### config.mk
export PLATFORM = sky130hd
export DESIGN_NAME = fsmc_top
export DESIGN_NICKNAME = d
export VERILOG_FILES = /design/src/shared/fsmc_pkg.sv /design/src/rtl/fsmc_sync.sv /design/src/rtl/fsmc_timer.sv /design/src/rtl/fsmc_top.sv
export SDC_FILE = /design/constraint.sdc
export NUM_CORES = 1
export LEC_CHECK = 0
export ABC_AREA = 1
export BUFFER_PORTS_ARGS = -buffer_cell sky130_fd_sc_hd__buf_2
export CAP_MARGIN = 20
export CORE_ASPECT_RATIO = 1.5
export CORE_MARGIN = 2
export CORE_UTILIZATION = 60
export DETAILED_ROUTE_END_ITERATION = 12
export PLACE_DENSITY = 0.81
export SETUP_SLACK_MARGIN = 0.1
export SLEW_MARGIN = 5
export SYNTH_ARGS = -nofsm -noshare
export SYNTH_HDL_FRONTEND = slang
export SYNTH_SLANG_ARGS = --single-unit
export TNS_END_PERCENT = 1
### constraint.sdc
create_clock -name mclk_in -period 2.9 [get_ports mclk_in]
set_input_delay 0 -clock mclk_in [delete_from_list [all_inputs] [get_ports mclk_in]]
set_output_delay 0 -clock mclk_in [all_outputs]
set_load 0.03 [all_outputs]
### src/shared/fsmc_pkg.sv
package fsmc_pkg;

  // =====================================================
  // timing
  localparam int unsigned CLK_MHZ = 125;
  localparam int unsigned TMR_W = 12;
  localparam int unsigned RST_SHORT_US = 2;
  localparam int unsigned RST_LONG_US = 20;
  localparam int unsigned WD_INIT_US = 30;
  localparam int unsigned RET_US = 10;
  localparam int unsigned INT_RESP_US = 16;
  localparam int unsigned CYC_PERIOD_US = 32;
  localparam int unsigned CYC_ON_US = 1;
  localparam logic [TMR_W-1:0] RST_SHORT_CYC = TMR_W'(RST_SHORT_US * CLK_MHZ);
  localparam logic [TMR_W-1:0] RST_LONG_CYC = TMR_W'(RST_LONG_US * CLK_MHZ);
  localparam logic [TMR_W-1:0] WD_INIT_CYC = TMR_W'(WD_INIT_US * CLK_MHZ);
  localparam logic [TMR_W-1:0] RET_CYC = TMR_W'(RET_US * CLK_MHZ);
  localparam logic [TMR_W-1:0] INT_RESP_CYC = TMR_W'(INT_RESP_US * CLK_MHZ);
  localparam logic [TMR_W-1:0] CYC_PERIOD_CYC = TMR_W'(CYC_PERIOD_US * CLK_MHZ);
  localparam logic [TMR_W-1:0] CYC_ON_CYC = TMR_W'(CYC_ON_US * CLK_MHZ);
  localparam logic [TMR_W-1:0] TMR_IDLE = 12'h000;

  // =====================================================
  // reset source codes
  localparam logic [3:0] RS_POWER_ON = 4'h0;
  localparam logic [3:0] RS_WAKE = 4'h1;
  localparam logic [3:0] RS_WD_SERVICE = 4'h2;
  localparam logic [3:0] RS_WD_INIT = 4'h3;
  localparam logic [3:0] RS_INT_TIMEOUT = 4'h4;
  localparam logic [3:0] RS_SOFT = 4'h5;
  localparam logic [3:0] RS_FLASH_ENTRY = 4'h6;
  localparam logic [3:0] RS_FLASH_EXIT = 4'h7;
  localparam logic [3:0] RS_FAILSAFE_EXIT = 4'h8;

  // =====================================================
  // mode codes on mode_out
  localparam logic [2:0] MODE_STARTUP = 3'h0;
  localparam logic [2:0] MODE_RESTART = 3'h1;
  localparam logic [2:0] MODE_NORMAL = 3'h2;
  localparam logic [2:0] MODE_FLASH = 3'h3;
  localparam logic [2:0] MODE_STANDBY = 3'h4;
  localparam logic [2:0] MODE_SLEEP = 3'h5;
  localparam logic [2:0] MODE_FAILSAFE = 3'h6;

  // =====================================================
  // carriers
  typedef struct packed {
    logic wake_can;
    logic wake_lin;
    logic wake_local;
    logic osc_ok;
    logic v1_ok;
    logic severe_fault;
  } fsmc_pins_type;

  localparam int unsigned PINS_W = 6;
  localparam fsmc_pins_type PINS_RESET = 6'h06;

  typedef struct packed {
    logic wd_init_ok;
    logic wd_service_err;
    logic int_raise;
    logic int_ack;
    logic soft_reset;
    logic flash_select;
    logic flash_entry;
    logic flash_exit;
    logic standby_req;
    logic sleep_req;
    logic normal_req;
    logic reset_length_select;
    logic can_medium_control;
    logic enable_request;
    logic inhibit_level;
    logic wake_cyclic;
    logic v3_on;
  } fsmc_host_type;

  typedef struct packed {
    logic can_enable;
    logic lin_enable;
    logic enable;
  } fsmc_grant_type;

  typedef enum logic [3:0] {
    ST_STARTUP_RST,
    ST_STARTUP_WAIT,
    ST_RESTART_RST,
    ST_RESTART_WAIT,
    ST_NORMAL,
    ST_FLASH,
    ST_STANDBY,
    ST_SLEEP,
    ST_FAILSAFE,
    ST_FS_DELAY
  } fsmc_state_type;

endpackage

### src/rtl/fsmc_sync.sv
module fsmc_sync
  import fsmc_pkg::*;
#(
  parameter int unsigned W = PINS_W,
  parameter logic [W-1:0] INIT = '0
) (
  input wire logic mclk_in,
  input wire logic reset_in,
  input wire logic [W-1:0] d_in,
  output logic [W-1:0] q_out
);

  // =====================================================
  // two-stage synchroniser; stage one feeds stage two only
  logic [W-1:0] s1_r;
  logic [W-1:0] s1_nxt;
  logic [W-1:0] s2_nxt;

  always_comb begin
    s1_nxt = d_in;
    s2_nxt = s1_r;
  end

  always_ff @(posedge mclk_in) begin
    if (reset_in) begin
      s1_r <= INIT;
      q_out <= INIT;
    end else begin
      s1_r <= s1_nxt;
      q_out <= s2_nxt;
    end
  end

endmodule // fsmc_sync

### src/rtl/fsmc_timer.sv
module fsmc_timer
  import fsmc_pkg::*;
#(
  parameter int unsigned W = TMR_W
) (
  input wire logic mclk_in,
  input wire logic reset_in,
  input wire logic load_in,
  input wire logic [W-1:0] val_in,
  output logic expire_out
);

  // =====================================================
  // down counter; loading zero stops it
  logic [W-1:0] cnt_r;
  logic [W-1:0] cnt_nxt;
  logic expire_nxt;

  always_comb begin
    cnt_nxt = cnt_r;
    expire_nxt = 1'b0;
    if (load_in) begin
      cnt_nxt = val_in;
    end else if (cnt_r != '0) begin
      cnt_nxt = cnt_r - W'(1);
      expire_nxt = (cnt_r == W'(1));
    end
  end

  always_ff @(posedge mclk_in) begin
    if (reset_in) begin
      cnt_r <= '0;
      expire_out <= 1'b0;
    end else begin
      cnt_r <= cnt_nxt;
      expire_out <= expire_nxt;
    end
  end

endmodule // fsmc_timer

### src/rtl/fsmc_top.sv
// What this block does
// - power-up enters start-up mode
// - any system reset returns to start-up
// - latch readable code of last reset cause
// - bus or local wake leaves low-power modes
// - hold host reset low for lengthened time
// - reset length from select bit else default
// - watchdog init decides normal/flash or restart
// - restart mode forces long reset length
// - success from restart goes only to normal
// - restart failure or no supply: fail-safe
// - severe faults send any mode to fail-safe
// - leave fail-safe on wake with good oscillator
// - fail-safe exit: delay, supply on, long reset
// - normal mode grants transceivers, inhibit, enable
// - bad watchdog service in normal resets
// - unanswered interrupt in normal resets
// - can stays off until medium control set
// - inhibit output floats until driven
// - cyclic battery output tracks wake sampling
module fsmc_top
  import fsmc_pkg::*;
(
  input wire logic mclk_in,
  input wire logic reset_in,
  input wire fsmc_pins_type pins_in,
  input wire fsmc_host_type host_in,
  output logic host_reset_out_n,
  output logic [3:0] reset_source_out,
  output logic [2:0] mode_out,
  output fsmc_grant_type grant_out,
  output logic mcu_supply_regulator_out,
  output logic switched_battery_output_out,
  output logic wake_sample_out,
  output logic inhibit_limp_output_out,
  output logic inhibit_limp_output_oe_n_out
);

  // =====================================================
  // synchronised pins
  fsmc_pins_type pins_s;
  logic [PINS_W-1:0] pins_q;

  fsmc_sync #(
    .W(PINS_W),
    .INIT(PINS_RESET)
  ) u_sync (
    .mclk_in(mclk_in),
    .reset_in(reset_in),
    .d_in(pins_in),
    .q_out(pins_q)
  );

  assign pins_s = fsmc_pins_type'(pins_q);

  // =====================================================
  // cyclic wake sampling
  logic [TMR_W-1:0] cyc_cnt_r;
  logic [TMR_W-1:0] cyc_cnt_nxt;
  logic v3_r;
  logic v3_nxt;
  logic sample_r;
  logic sample_nxt;
  logic low_power;

  always_comb begin
    cyc_cnt_nxt = (cyc_cnt_r == '0) ? CYC_PERIOD_CYC - TMR_W'(1) : cyc_cnt_r - TMR_W'(1);
    // output is on during the last slice of the period, wake sampled at its end
    if (host_in.wake_cyclic) begin
      v3_nxt = (cyc_cnt_nxt < CYC_ON_CYC);
      sample_nxt = (cyc_cnt_nxt == '0);
    end else begin
      v3_nxt = host_in.v3_on;
      sample_nxt = 1'b1;
    end
    if (low_power) begin
      v3_nxt = v3_nxt & host_in.v3_on | v3_nxt & host_in.wake_cyclic;
    end
  end

  always_ff @(posedge mclk_in) begin
    if (reset_in) begin
      cyc_cnt_r <= '0;
      v3_r <= 1'b0;
      sample_r <= 1'b0;
    end else begin
      cyc_cnt_r <= cyc_cnt_nxt;
      v3_r <= v3_nxt;
      sample_r <= sample_nxt;
    end
  end

  // =====================================================
  // wake and fault decode
  logic wake_any;
  logic fault_now;

  always_comb begin
    wake_any = pins_s.wake_can | pins_s.wake_lin | (pins_s.wake_local & sample_r);
    // a stopped oscillator counts as a severe fault
    fault_now = pins_s.severe_fault | ~pins_s.osc_ok;
  end

  // =====================================================
  // timers
  logic tmr_load;
  logic [TMR_W-1:0] tmr_val;
  logic tmr_exp;
  logic int_load;
  logic [TMR_W-1:0] int_val;
  logic int_exp;

  fsmc_timer #(
    .W(TMR_W)
  ) u_mode_tmr (
    .mclk_in(mclk_in),
    .reset_in(reset_in),
    .load_in(tmr_load),
    .val_in(tmr_val),
    .expire_out(tmr_exp)
  );

  fsmc_timer #(
    .W(TMR_W)
  ) u_int_tmr (
    .mclk_in(mclk_in),
    .reset_in(reset_in),
    .load_in(int_load),
    .val_in(int_val),
    .expire_out(int_exp)
  );

  // =====================================================
  // mode state machine
  fsmc_state_type state_r;
  fsmc_state_type state_nxt;
  logic [3:0] rsrc_r;
  logic [3:0] rsrc_nxt;
  logic force_long_r;
  logic force_long_nxt;
  logic flash_armed_r;
  logic flash_armed_nxt;
  logic sys_reset;
  logic [3:0] sys_src;
  logic boot_r;

  function automatic logic [TMR_W-1:0] rst_len(input logic force_long, input logic sel);
    rst_len = (force_long | sel) ? RST_LONG_CYC : RST_SHORT_CYC;
  endfunction

  always_comb begin
    state_nxt = state_r;
    rsrc_nxt = rsrc_r;
    force_long_nxt = force_long_r;
    flash_armed_nxt = flash_armed_r;
    sys_reset = 1'b0;
    sys_src = rsrc_r;
    tmr_load = 1'b0;
    tmr_val = TMR_IDLE;
    case (state_r)
      ST_STARTUP_RST: begin
        if (tmr_exp) begin
          state_nxt = ST_STARTUP_WAIT;
        end
      end
      ST_STARTUP_WAIT: begin
        if (host_in.wd_init_ok) begin
          // flash only after a completed entry sequence
          if (host_in.flash_select && flash_armed_r) begin
            state_nxt = ST_FLASH;
          end else begin
            state_nxt = ST_NORMAL;
          end
          flash_armed_nxt = 1'b0;
        end else if (tmr_exp) begin
          state_nxt = ST_RESTART_RST;
          rsrc_nxt = RS_WD_INIT;
        end
      end
      ST_RESTART_RST: begin
        if (!pins_s.v1_ok && tmr_exp) begin
          state_nxt = ST_FAILSAFE;
        end else if (tmr_exp) begin
          state_nxt = ST_RESTART_WAIT;
        end
      end
      ST_RESTART_WAIT: begin
        if (!pins_s.v1_ok) begin
          state_nxt = ST_FAILSAFE;
        end else if (host_in.wd_init_ok) begin
          state_nxt = ST_NORMAL;
          flash_armed_nxt = 1'b0;
        end else if (tmr_exp) begin
          state_nxt = ST_FAILSAFE;
        end
      end
      ST_NORMAL: begin
        if (host_in.wd_service_err) begin
          sys_reset = 1'b1;
          sys_src = RS_WD_SERVICE;
        end else if (int_exp) begin
          sys_reset = 1'b1;
          sys_src = RS_INT_TIMEOUT;
        end else if (host_in.soft_reset) begin
          sys_reset = 1'b1;
          sys_src = RS_SOFT;
        end else if (host_in.flash_entry) begin
          sys_reset = 1'b1;
          sys_src = RS_FLASH_ENTRY;
          flash_armed_nxt = 1'b1;
        end else if (host_in.sleep_req) begin
          state_nxt = ST_SLEEP;
        end else if (host_in.standby_req) begin
          state_nxt = ST_STANDBY;
        end
      end
      ST_FLASH: begin
        if (host_in.wd_service_err) begin
          sys_reset = 1'b1;
          sys_src = RS_WD_SERVICE;
        end else if (host_in.flash_exit) begin
          sys_reset = 1'b1;
          sys_src = RS_FLASH_EXIT;
        end
      end
      ST_STANDBY: begin
        if (wake_any) begin
          sys_reset = 1'b1;
          sys_src = RS_WAKE;
        end else if (host_in.wd_service_err) begin
          sys_reset = 1'b1;
          sys_src = RS_WD_SERVICE;
        end else if (int_exp) begin
          sys_reset = 1'b1;
          sys_src = RS_INT_TIMEOUT;
        end else if (host_in.normal_req) begin
          state_nxt = ST_NORMAL;
        end
      end
      ST_SLEEP: begin
        if (wake_any) begin
          sys_reset = 1'b1;
          sys_src = RS_WAKE;
        end else if (host_in.wd_service_err) begin
          sys_reset = 1'b1;
          sys_src = RS_WD_SERVICE;
        end
      end
      ST_FAILSAFE: begin
        if (wake_any && pins_s.osc_ok) begin
          state_nxt = ST_FS_DELAY;
        end
      end
      ST_FS_DELAY: begin
        // supply stays off so it is fully discharged before restart
        if (tmr_exp) begin
          state_nxt = ST_STARTUP_RST;
          rsrc_nxt = RS_FAILSAFE_EXIT;
          force_long_nxt = 1'b1;
        end
      end
      default: begin
        state_nxt = ST_STARTUP_RST;
      end
    endcase
    if (sys_reset) begin
      state_nxt = ST_STARTUP_RST;
      rsrc_nxt = sys_src;
    end
    if (fault_now && state_r != ST_FAILSAFE) begin
      state_nxt = ST_FAILSAFE;
    end
    if (state_nxt == ST_RESTART_RST) begin
      force_long_nxt = 1'b1;
    end else if (state_nxt == ST_NORMAL) begin
      force_long_nxt = 1'b0;
    end
    // start the mode timer on each entry, on start-up re-entry and after power-on reset
    if (state_nxt != state_r || sys_reset || boot_r) begin
      case (state_nxt)
        ST_STARTUP_RST, ST_RESTART_RST: begin
          tmr_load = 1'b1;
          tmr_val = rst_len(force_long_nxt, host_in.reset_length_select);
        end
        ST_STARTUP_WAIT, ST_RESTART_WAIT: begin
          tmr_load = 1'b1;
          tmr_val = WD_INIT_CYC;
        end
        ST_FS_DELAY: begin
          tmr_load = 1'b1;
          tmr_val = RET_CYC;
        end
        default: begin
          tmr_load = 1'b1;
          tmr_val = TMR_IDLE;
        end
      endcase
    end
  end

  always_comb begin
    low_power = (state_r == ST_FAILSAFE) || (state_r == ST_FS_DELAY);
    // interrupt response watch only in normal and standby modes
    int_load = 1'b0;
    int_val = TMR_IDLE;
    if (state_r != ST_NORMAL && state_r != ST_STANDBY) begin
      int_load = 1'b1;
    end else if (host_in.int_ack) begin
      int_load = 1'b1;
    end else if (host_in.int_raise) begin
      int_load = 1'b1;
      int_val = INT_RESP_CYC;
    end
  end

  always_ff @(posedge mclk_in) begin
    if (reset_in) begin
      state_r <= ST_STARTUP_RST;
      boot_r <= 1'b1;
      rsrc_r <= RS_POWER_ON;
      force_long_r <= 1'b0;
      flash_armed_r <= 1'b0;
    end else begin
      state_r <= state_nxt;
      boot_r <= 1'b0;
      rsrc_r <= rsrc_nxt;
      force_long_r <= force_long_nxt;
      flash_armed_r <= flash_armed_nxt;
    end
  end

  // =====================================================
  // outputs
  logic cmc_prev_r;
  logic can_on_r;
  logic can_on_nxt;
  logic rst_n_nxt;
  logic [2:0] mode_nxt;
  fsmc_grant_type grant_nxt;
  logic v1_nxt;
  logic inh_oe_n_nxt;

  always_comb begin
    // medium control must be raised after entry, a stale high does not count
    can_on_nxt = can_on_r;
    if (state_nxt != ST_NORMAL) begin
      can_on_nxt = 1'b0;
    end else if (state_r == ST_NORMAL && host_in.can_medium_control && !cmc_prev_r) begin
      can_on_nxt = 1'b1;
    end else if (!host_in.can_medium_control) begin
      can_on_nxt = 1'b0;
    end
    rst_n_nxt = ~(state_nxt == ST_STARTUP_RST || state_nxt == ST_RESTART_RST
                  || state_nxt == ST_SLEEP || state_nxt == ST_FAILSAFE
                  || state_nxt == ST_FS_DELAY);
    case (state_nxt)
      ST_STARTUP_RST, ST_STARTUP_WAIT: mode_nxt = MODE_STARTUP;
      ST_RESTART_RST, ST_RESTART_WAIT: mode_nxt = MODE_RESTART;
      ST_NORMAL: mode_nxt = MODE_NORMAL;
      ST_FLASH: mode_nxt = MODE_FLASH;
      ST_STANDBY: mode_nxt = MODE_STANDBY;
      ST_SLEEP: mode_nxt = MODE_SLEEP;
      default: mode_nxt = MODE_FAILSAFE;
    endcase
    grant_nxt.can_enable = can_on_nxt;
    grant_nxt.lin_enable = (state_nxt == ST_NORMAL);
    grant_nxt.enable = (state_nxt == ST_NORMAL) && host_in.enable_request;
    v1_nxt = ~(state_nxt == ST_SLEEP || state_nxt == ST_FAILSAFE || state_nxt == ST_FS_DELAY);
    inh_oe_n_nxt = ~(state_nxt == ST_NORMAL);
  end

  always_ff @(posedge mclk_in) begin
    if (reset_in) begin
      cmc_prev_r <= 1'b0;
      can_on_r <= 1'b0;
      host_reset_out_n <= 1'b0;
      reset_source_out <= RS_POWER_ON;
      mode_out <= MODE_STARTUP;
      grant_out <= '0;
      mcu_supply_regulator_out <= 1'b1;
      switched_battery_output_out <= 1'b0;
      wake_sample_out <= 1'b0;
      inhibit_limp_output_out <= 1'b0;
      inhibit_limp_output_oe_n_out <= 1'b1;
    end else begin
      cmc_prev_r <= host_in.can_medium_control;
      can_on_r <= can_on_nxt;
      host_reset_out_n <= rst_n_nxt;
      reset_source_out <= rsrc_nxt;
      mode_out <= mode_nxt;
      grant_out <= grant_nxt;
      mcu_supply_regulator_out <= v1_nxt;
      switched_battery_output_out <= v3_r;
      wake_sample_out <= sample_r;
      inhibit_limp_output_out <= host_in.inhibit_level;
      inhibit_limp_output_oe_n_out <= inh_oe_n_nxt;
    end
  end

endmodule // fsmc_top

Yosys cells after proc, flatten, opt, wreduce, memory -nomap -nowiden
Memory sizes are Yosys's and may differ from the RTL's.
Cells that the tools add are included.
{ "word_totals": {"regBits": 76, "romBits": 24, "in_bits": 25, "out_inout_bits": 16, "wordCells": 206, "n_memories": 1} }
{ "mem_list": {"columns": ["memory", "depth", "word_bits", "rd", "rd_ports_with_merged_regs", "write_ports", "line_no", "text"], "rows": [
  ["(no name shown)", 8, 3, 1, 0, 0, "fsmc_top.sv:356", "case (state_nxt)"]
]} }
{ "op_classes": {"addsub": 3, "order_cmp": 1, "eq_ne": 37, "n_mux": 86, "n_bitwise": 14, "n_reduce_logical": 38} }
{ "ops": {"columns": ["cell", "n"], "rows": [
  ["2-to-1 mux 4 bit", 37],
  ["2-to-1 mux 12 bit", 7],
  ["one-hot mux 12 bit (3 select lines)", 1],
  ["one-hot mux 4 bit (9 select lines)", 1],
  ["subtractor 12 x 1 -> 12 bit (second input constant)", 3],
  ["2-to-1 mux 11 bit", 3],
  ["2-to-1 mux 1 bit", 32],
  ["equality test 12 x 1 -> 1 bit (second input constant)", 2],
  ["equality test 4 x 3 -> 1 bit (second input constant)", 6],
  ["zero test 12 bit", 2],
  ["nonzero test 12 bit", 2],
  ["equality test 4 x 2 -> 1 bit (second input constant)", 4],
  ["equality test 4 bit (second input constant)", 4],
  ["one-hot mux 4 bit (4 select lines)", 1],
  ["less-than comparator 12 x 7 -> 1 bit (second input constant)", 1],
  ["!= test 4 x 3 -> 1 bit (second input constant)", 3],
  ["!= test 4 bit (second input constant)", 3],
  ["OR reduction 2 bit", 5],
  ["logical OR 1 bit", 9],
  ["AND reduction 9 bit", 1],
  ["equality test 4 x 1 -> 1 bit (second input constant)", 2],
  ["logical AND 1 bit", 8],
  ["zero test 4 bit", 2],
  ["!= test 2 bit (second input constant)", 4],
  ["other kinds (19)", 36]
]} }

Longest topological paths before layout
{ "logic_depth": {"ltp_word": 17, "mapped_depth": 18, "ltp_nobuf": 17} }

Modules after synthesis
A second synthesis with hierarchy kept.
{ "hier_totals": {"cells_unflattened": 714, "area_unflattened_um2": 4541.9} }
{ "modules_own_cells": {"columns": ["module", "n_inst", "cells_each", "area_per_inst_um2", "seq_area_each_um2"], "rows": [
  ["fsmc_top", 1, 398, 2402.3, 760.7],
  ["fsmc_timer", 2, 139, 897.1, 260.2],
  ["fsmc_sync", 1, 38, 345.3, 240.2]
]} }

Worst setup path before layout
Ideal clock, no wire load.
{ "synth_timing": {"path_kind": "register -> register", "startpoint": "reg state_r[0]", "endpoint": "reg u_mode_tmr.cnt_r[10]", "arrival_ps": 1859, "required_ps": 2778, "path_slack_ps": 918, "path_stages_with_launch": 15, "synth_period_minus_slack_ps": 1982, "path_cell_list": "dfxtp_1 > buf_6 > inv_2 > nand2_1 > nand2_1 > a21oi_1 > nand3_2 > a21oi_4 > nand2_2 > nand2_1 > nand2_1 > nor2_1 > nand2_2 > o21ai_4 > nor2_1"} }
{ "synth_between": {"elab_chain_cells": 14} }
{ "synth_lines": {"columns": ["element", "line_no", "text"], "rows": [
  ["from (decl)", "fsmc_top.sv:135", "fsmc_state_type state_r;"],
  ["from (signal assigned)", "fsmc_top.sv:324", "state_r <= state_nxt;"],
  ["2-to-1 mux 4 bit", "fsmc_top.sv:213", "end else if (host_in.standby_req) begin"],
  ["2-to-1 mux 4 bit", "fsmc_top.sv:211", "end else if (host_in.sleep_req) begin"],
  ["2-to-1 mux 4 bit", "fsmc_top.sv:207", "end else if (host_in.flash_entry) begin"],
  ["2-to-1 mux 4 bit", "fsmc_top.sv:204", "end else if (host_in.soft_reset) begin"],
  ["2-to-1 mux 4 bit", "fsmc_top.sv:201", "end else if (int_exp) begin"],
  ["2-to-1 mux 4 bit", "fsmc_top.sv:198", "if (host_in.wd_service_err) begin"],
  ["one-hot mux 4 bit (9 select lines)", "fsmc_top.sv:160", "case (state_r)"],
  ["2-to-1 mux 4 bit", "fsmc_top.sv:266", "if (sys_reset) begin"],
  ["2-to-1 mux 4 bit", "fsmc_top.sv:270", "if (fault_now && state_r != ST_FAILSAFE) begin"],
  ["equality test 4 x 1 -> 1 bit, or another cell as far along", "fsmc_top.sv:280", "case (state_nxt)"],
  ["OR reduction 2 bit or logical OR 1 bit (tied branches)", "fsmc_top.sv:280, fsmc_top.sv:279", null],
  ["one-hot mux 12 bit (3 select lines) or logical OR 1 bit (tied branches)", "fsmc_top.sv:280, fsmc_top.sv:279", null],
  ["2-to-1 mux 12 bit or 2-to-1 mux 1 bit (tied branches)", "fsmc_top.sv:279", "if (state_nxt != state_r || sys_reset || boot_r) begin"],
  ["2-to-1 mux 12 bit or nonzero test 2 bit (tied branches)", null, null],
  ["to (signal assigned)", "fsmc_timer.sv:35", "cnt_r <= cnt_nxt;"],
  ["to (decl)", "fsmc_timer.sv:15", "logic [W-1:0] cnt_r;"]
]} }
Parallel ways exist; a longest one is shown, timed or not.
A chain may end at the register's enable or synchronous reset.

Final worst setup path
{ "layout_timing": {"startpoint": "reg state_r[2]", "endpoint": "reg u_mode_tmr.cnt_r[9]"} }
Same word-level chain as after synthesis.

==> metrics.md <==
| Metric | Value |
|---|---|
| Outcome | `complete, no violations` |
| RSZ-0062 raised after global routing | `false` |
| Detailed-placement wirelength estimate | `slightly above 7000 um` |
| Root Buffer | `clkbuf_8` |
| Drt via density | `~5.4` |
| Syn Inst Count | `approximately 570` |
| Drt drc | `0` |
| Min cycle time layout | `about 2600 ps` |
| Largest area contributor in the netlist | `dfxtp_1` |
| Clock Latency Late Sink | `370 ps` |
| Min-Delay Path Depth | `4` |
| 1st-iter DRT viols | `roughly 130` |
| DR vias | `3817` |
| CP cell instances | `inv_2 > nor2_4 > nand2_1 > nor2_1 > nand2_1 > nand2_1 > nor2_1 > nand2_1 > nand2_4 > inv_2 > nand2_1 > nand2_1 > nand2_1 > nor2_4 > buf_4 > nand2_1 > a21oi_1` |
| TritonCTS Buffers | `9` |
| Setup Skew | `around 13 ps` |
| I/O Buffers | `40` |
| Detailed Routing Iterations Pass 1 | `5` |
| Routed WL per cell | `roughly 14 um` |
| Worst hold path class | `input port to register` |
| Synth Warn # | `0` |
| Final WL | `a little under 10000 um` |
| Layout Nets | `656` |
| Area contributors post-synth | `dfxtp_1 39%, nand2_1 9.5%, nor2_1 9.3%` |
| Worst EP arrival | `2860 ps` |
| Final Cycle Share | `between 80% and 90%` |
| Worst-margin pin slew | `just under 700 ps` |
| # diodes | `0` |
| Final Setup Violations | `0` |
| Synthesized netlist net count | `599` |
| Initial antenna violation count | `0` |
| Max incr delay on CP | `~520 ps` |
| Fraction of layout cells with a size suffix above 1 | `approximately 16%` |
| Vias in the first global route | `3794` |
| H-tree level count | `3` |
| Startpoint types | `register` |
| Fmax | `just under 400 MHz` |
| Slew HR | `between 50% and 60%` |
| Power Density | `695 nW/um2` |
| Total gr overflow | `0` |
| Post-DRT Antenna Nets | `0` |
| Starting Density | `61.3%` |
| Gr usage total | `approximately 29%` |
| Final hold vios | `0` |
| Die width | `~70 um` |
| Max IR drop VDD | `roughly 590 uV` |
| Worst reg2reg path depth | `17` |
| WS Path Type | `register to register` |
| Final RePlAce weighted congestion | `between 0.9 and 1` |
| CP dominant cell by count | `nand2_1` |
| Worst setup margin | `about 340 ps` |
| CTS tree | `done` |
| Clock slew at reported path FFs | `~80 ps` |
| Crit-path slowest cell | `dfxtp_1` |
| Area delta synth->final | `14.9%` |
| Filler cells | `roughly 600` |
| Crit end category | `register` |
| Delay-heaviest family, CP | `simple AND/OR/NAND/NOR gates` |
| Global-route wire length before repair | `~16000 um` |
| Die Y | `a little over 100 um` |
| Yosys top cell area share | `about 39%` |
| Max_cap viols | `0` |
| Bufs and invs on worst path | `3` |
| CP max FO | `13` |
| Levels on crit path | `17` |
| Most common cell after layout, fill and taps aside | `nand2_1` |
| Syn_area_per_cell | `~6.9 um2` |
| Max Slew Vio Count | `0` |
| Setup WS pre-CTS | `approximately 350 ps` |
| Static Leakage | `0.00218 uW` |
| Ports | `41` |
| Synthesized flop and latch total | `between 70 and 80` |
| FP Rows | `36` |
| CTS max path bufs | `2` |
| Core outline area | `6400 um2` |
| Cell area after synthesis | `3920 um2` |
| Synth unique cells | `43` |
| Required time of the critical path | `about 3200 ps` |
| Clock Sinks | `76` |
| Die ar. | `about 7000 um2` |
| Largest net degree at the start of global routing | `45` |
| Most frequent cells in the layout | `99 x nand2_1, 95 x nor2_1, 74 x inv_1, 74 x dfxtp_1, 40 x buf_2` |
| Sequential fraction of the synthesis area | `~39%` |
| Setup_tns | `0 ps` |
registers in the layout, indices dropped and copies added, names as in the netlist:
register,flops
cyc_cnt_r,12
u_int_tmr.cnt_r,12
u_mode_tmr.cnt_r,12
u_sync.q_out,6
u_sync.s1_r,6
reset_source_out,4
state_r,4
mode_out,3
grant_out,2
boot_r,1
can_on_r,1
cmc_prev_r,1
flash_armed_r,1
force_long_r,1
host_reset_out_n,1
inhibit_limp_output_oe_n_out,1
inhibit_limp_output_out,1
mcu_supply_regulator_out,1
sample_r,1
switched_battery_output_out,1
u_int_tmr.expire_out,1
u_mode_tmr.expire_out,1
v3_r,1
wake_sample_out,1
where the power goes:
| part | switching (uW) | internal (uW) |
|---|---|---|
| Combinational | 689 | 374 |
| Sequential | 96.9 | 1180 |
| Clock | 395 | 393 |
| Total | 1180 | 1950 |
cell families (layout without fill, tap and decap cells):
group | count (synthesis) | in the layout | synth area share, %
flip-flops | 76 | 76 | 38.8
AND/OR/NAND/NOR | 294 | 294 | 33.6
adder cells (fa/ha/maj) | 8 | 8 | 2.55
buffers and inverters | 90 | 151 | 9.12
XOR/XNOR | 17 | 17 | 3.80
AO/OA/AOI/OAI | 81 | 81 | 12.1
through the flow:
stage	power (uW)	instances	utilization [%]	area [um2]	hold slack, ps
6_report	3130	703	70.5	4510	45.1
4_1_cts	3130	702	70.2	4490	28.7
3_5_place_dp	2320	675	65.4	4180	187
3_3_place_gp	2280	675	65.4	4180	186
2_1_floorplan	2080	566	-	3920	27.7
5_1_grt	3340	703	70.5	4510	85.5
final cells by class:
class                   count  area [um2]  area share [%]
multi-input cells         400        2050            45.4
inverters                  80         300            6.66
well taps                  76        95.1            2.11
clock inverters             6        65.1            1.44
repair buffers             56         350            7.77
flip-flops and latches     76        1520            33.8
clock buffers               9         124            2.75
worst paths after layout:
check,start,to,slack [ps]
min reg2reg,u_sync.s1_r[0],u_sync.q_out[0],410
min,host_in[12],flash_armed_r,50
max,state_r[2],u_mode_tmr.cnt_r[9],340
max reg2reg,state_r[2],u_mode_tmr.cnt_r[9],340
worst register-to-register path: cells and delay by family (launching register included):
family	cells	cell delay (ps)
flip-flops	1	520
AND/OR/NAND/NOR	13	1470
buffers and inverters	3	380
AO/OA/AOI/OAI	1	140
cell usage after synthesis:
library cell  count
nand2_1          99
nor2_1           97
dfxtp_1          76
inv_1            74
nand3_1          35
a21oi_1          31
o21ai_0          28
nor3_1           18
xor2_1           10
ha_1              8
nand4_1           8
nor4_1            8
or2_2             7
xnor2_1           7
clkbuf_1          6
inv_2             6
nand2_2           6
nor2_2            5
nand3_2           4
a211oi_1          3
nor2_4            3
o21bai_1          3
a31oi_1           2
buf_6             2
o31ai_1           2
a21boi_0          1
a21o_1            1
a21oi_2           1
a21oi_4           1
a22oi_1           1
and2_1            1
buf_2             1
buf_4             1
nand2_4           1
nand3b_1          1
o211ai_1          1
o21a_1            1
o21ai_1           1
o21ai_4           1
o22ai_1           1
o31a_1            1
o41ai_1           1
or2_1             1
per-layer routing:
metal  track usage, %  wire (um)  part of all wire, %  up-vias
met1             26.9       3570                   36     1730
met2             55.6       5390                   54      106
met3             5.57        387                  3.9       47
li1                 -          -                    -     1934
met5                0          0                    0        -
met4             21.6        539                  5.5        0
what timing repair did:
item	CTS	global route
gates resized for setup	0	4
setup endpoints to repair	0	8
endpoints found under the hold margin	13	0
hold buffers	12	0
buffers inserted	0	1
(Power assumes the default switching activity.)
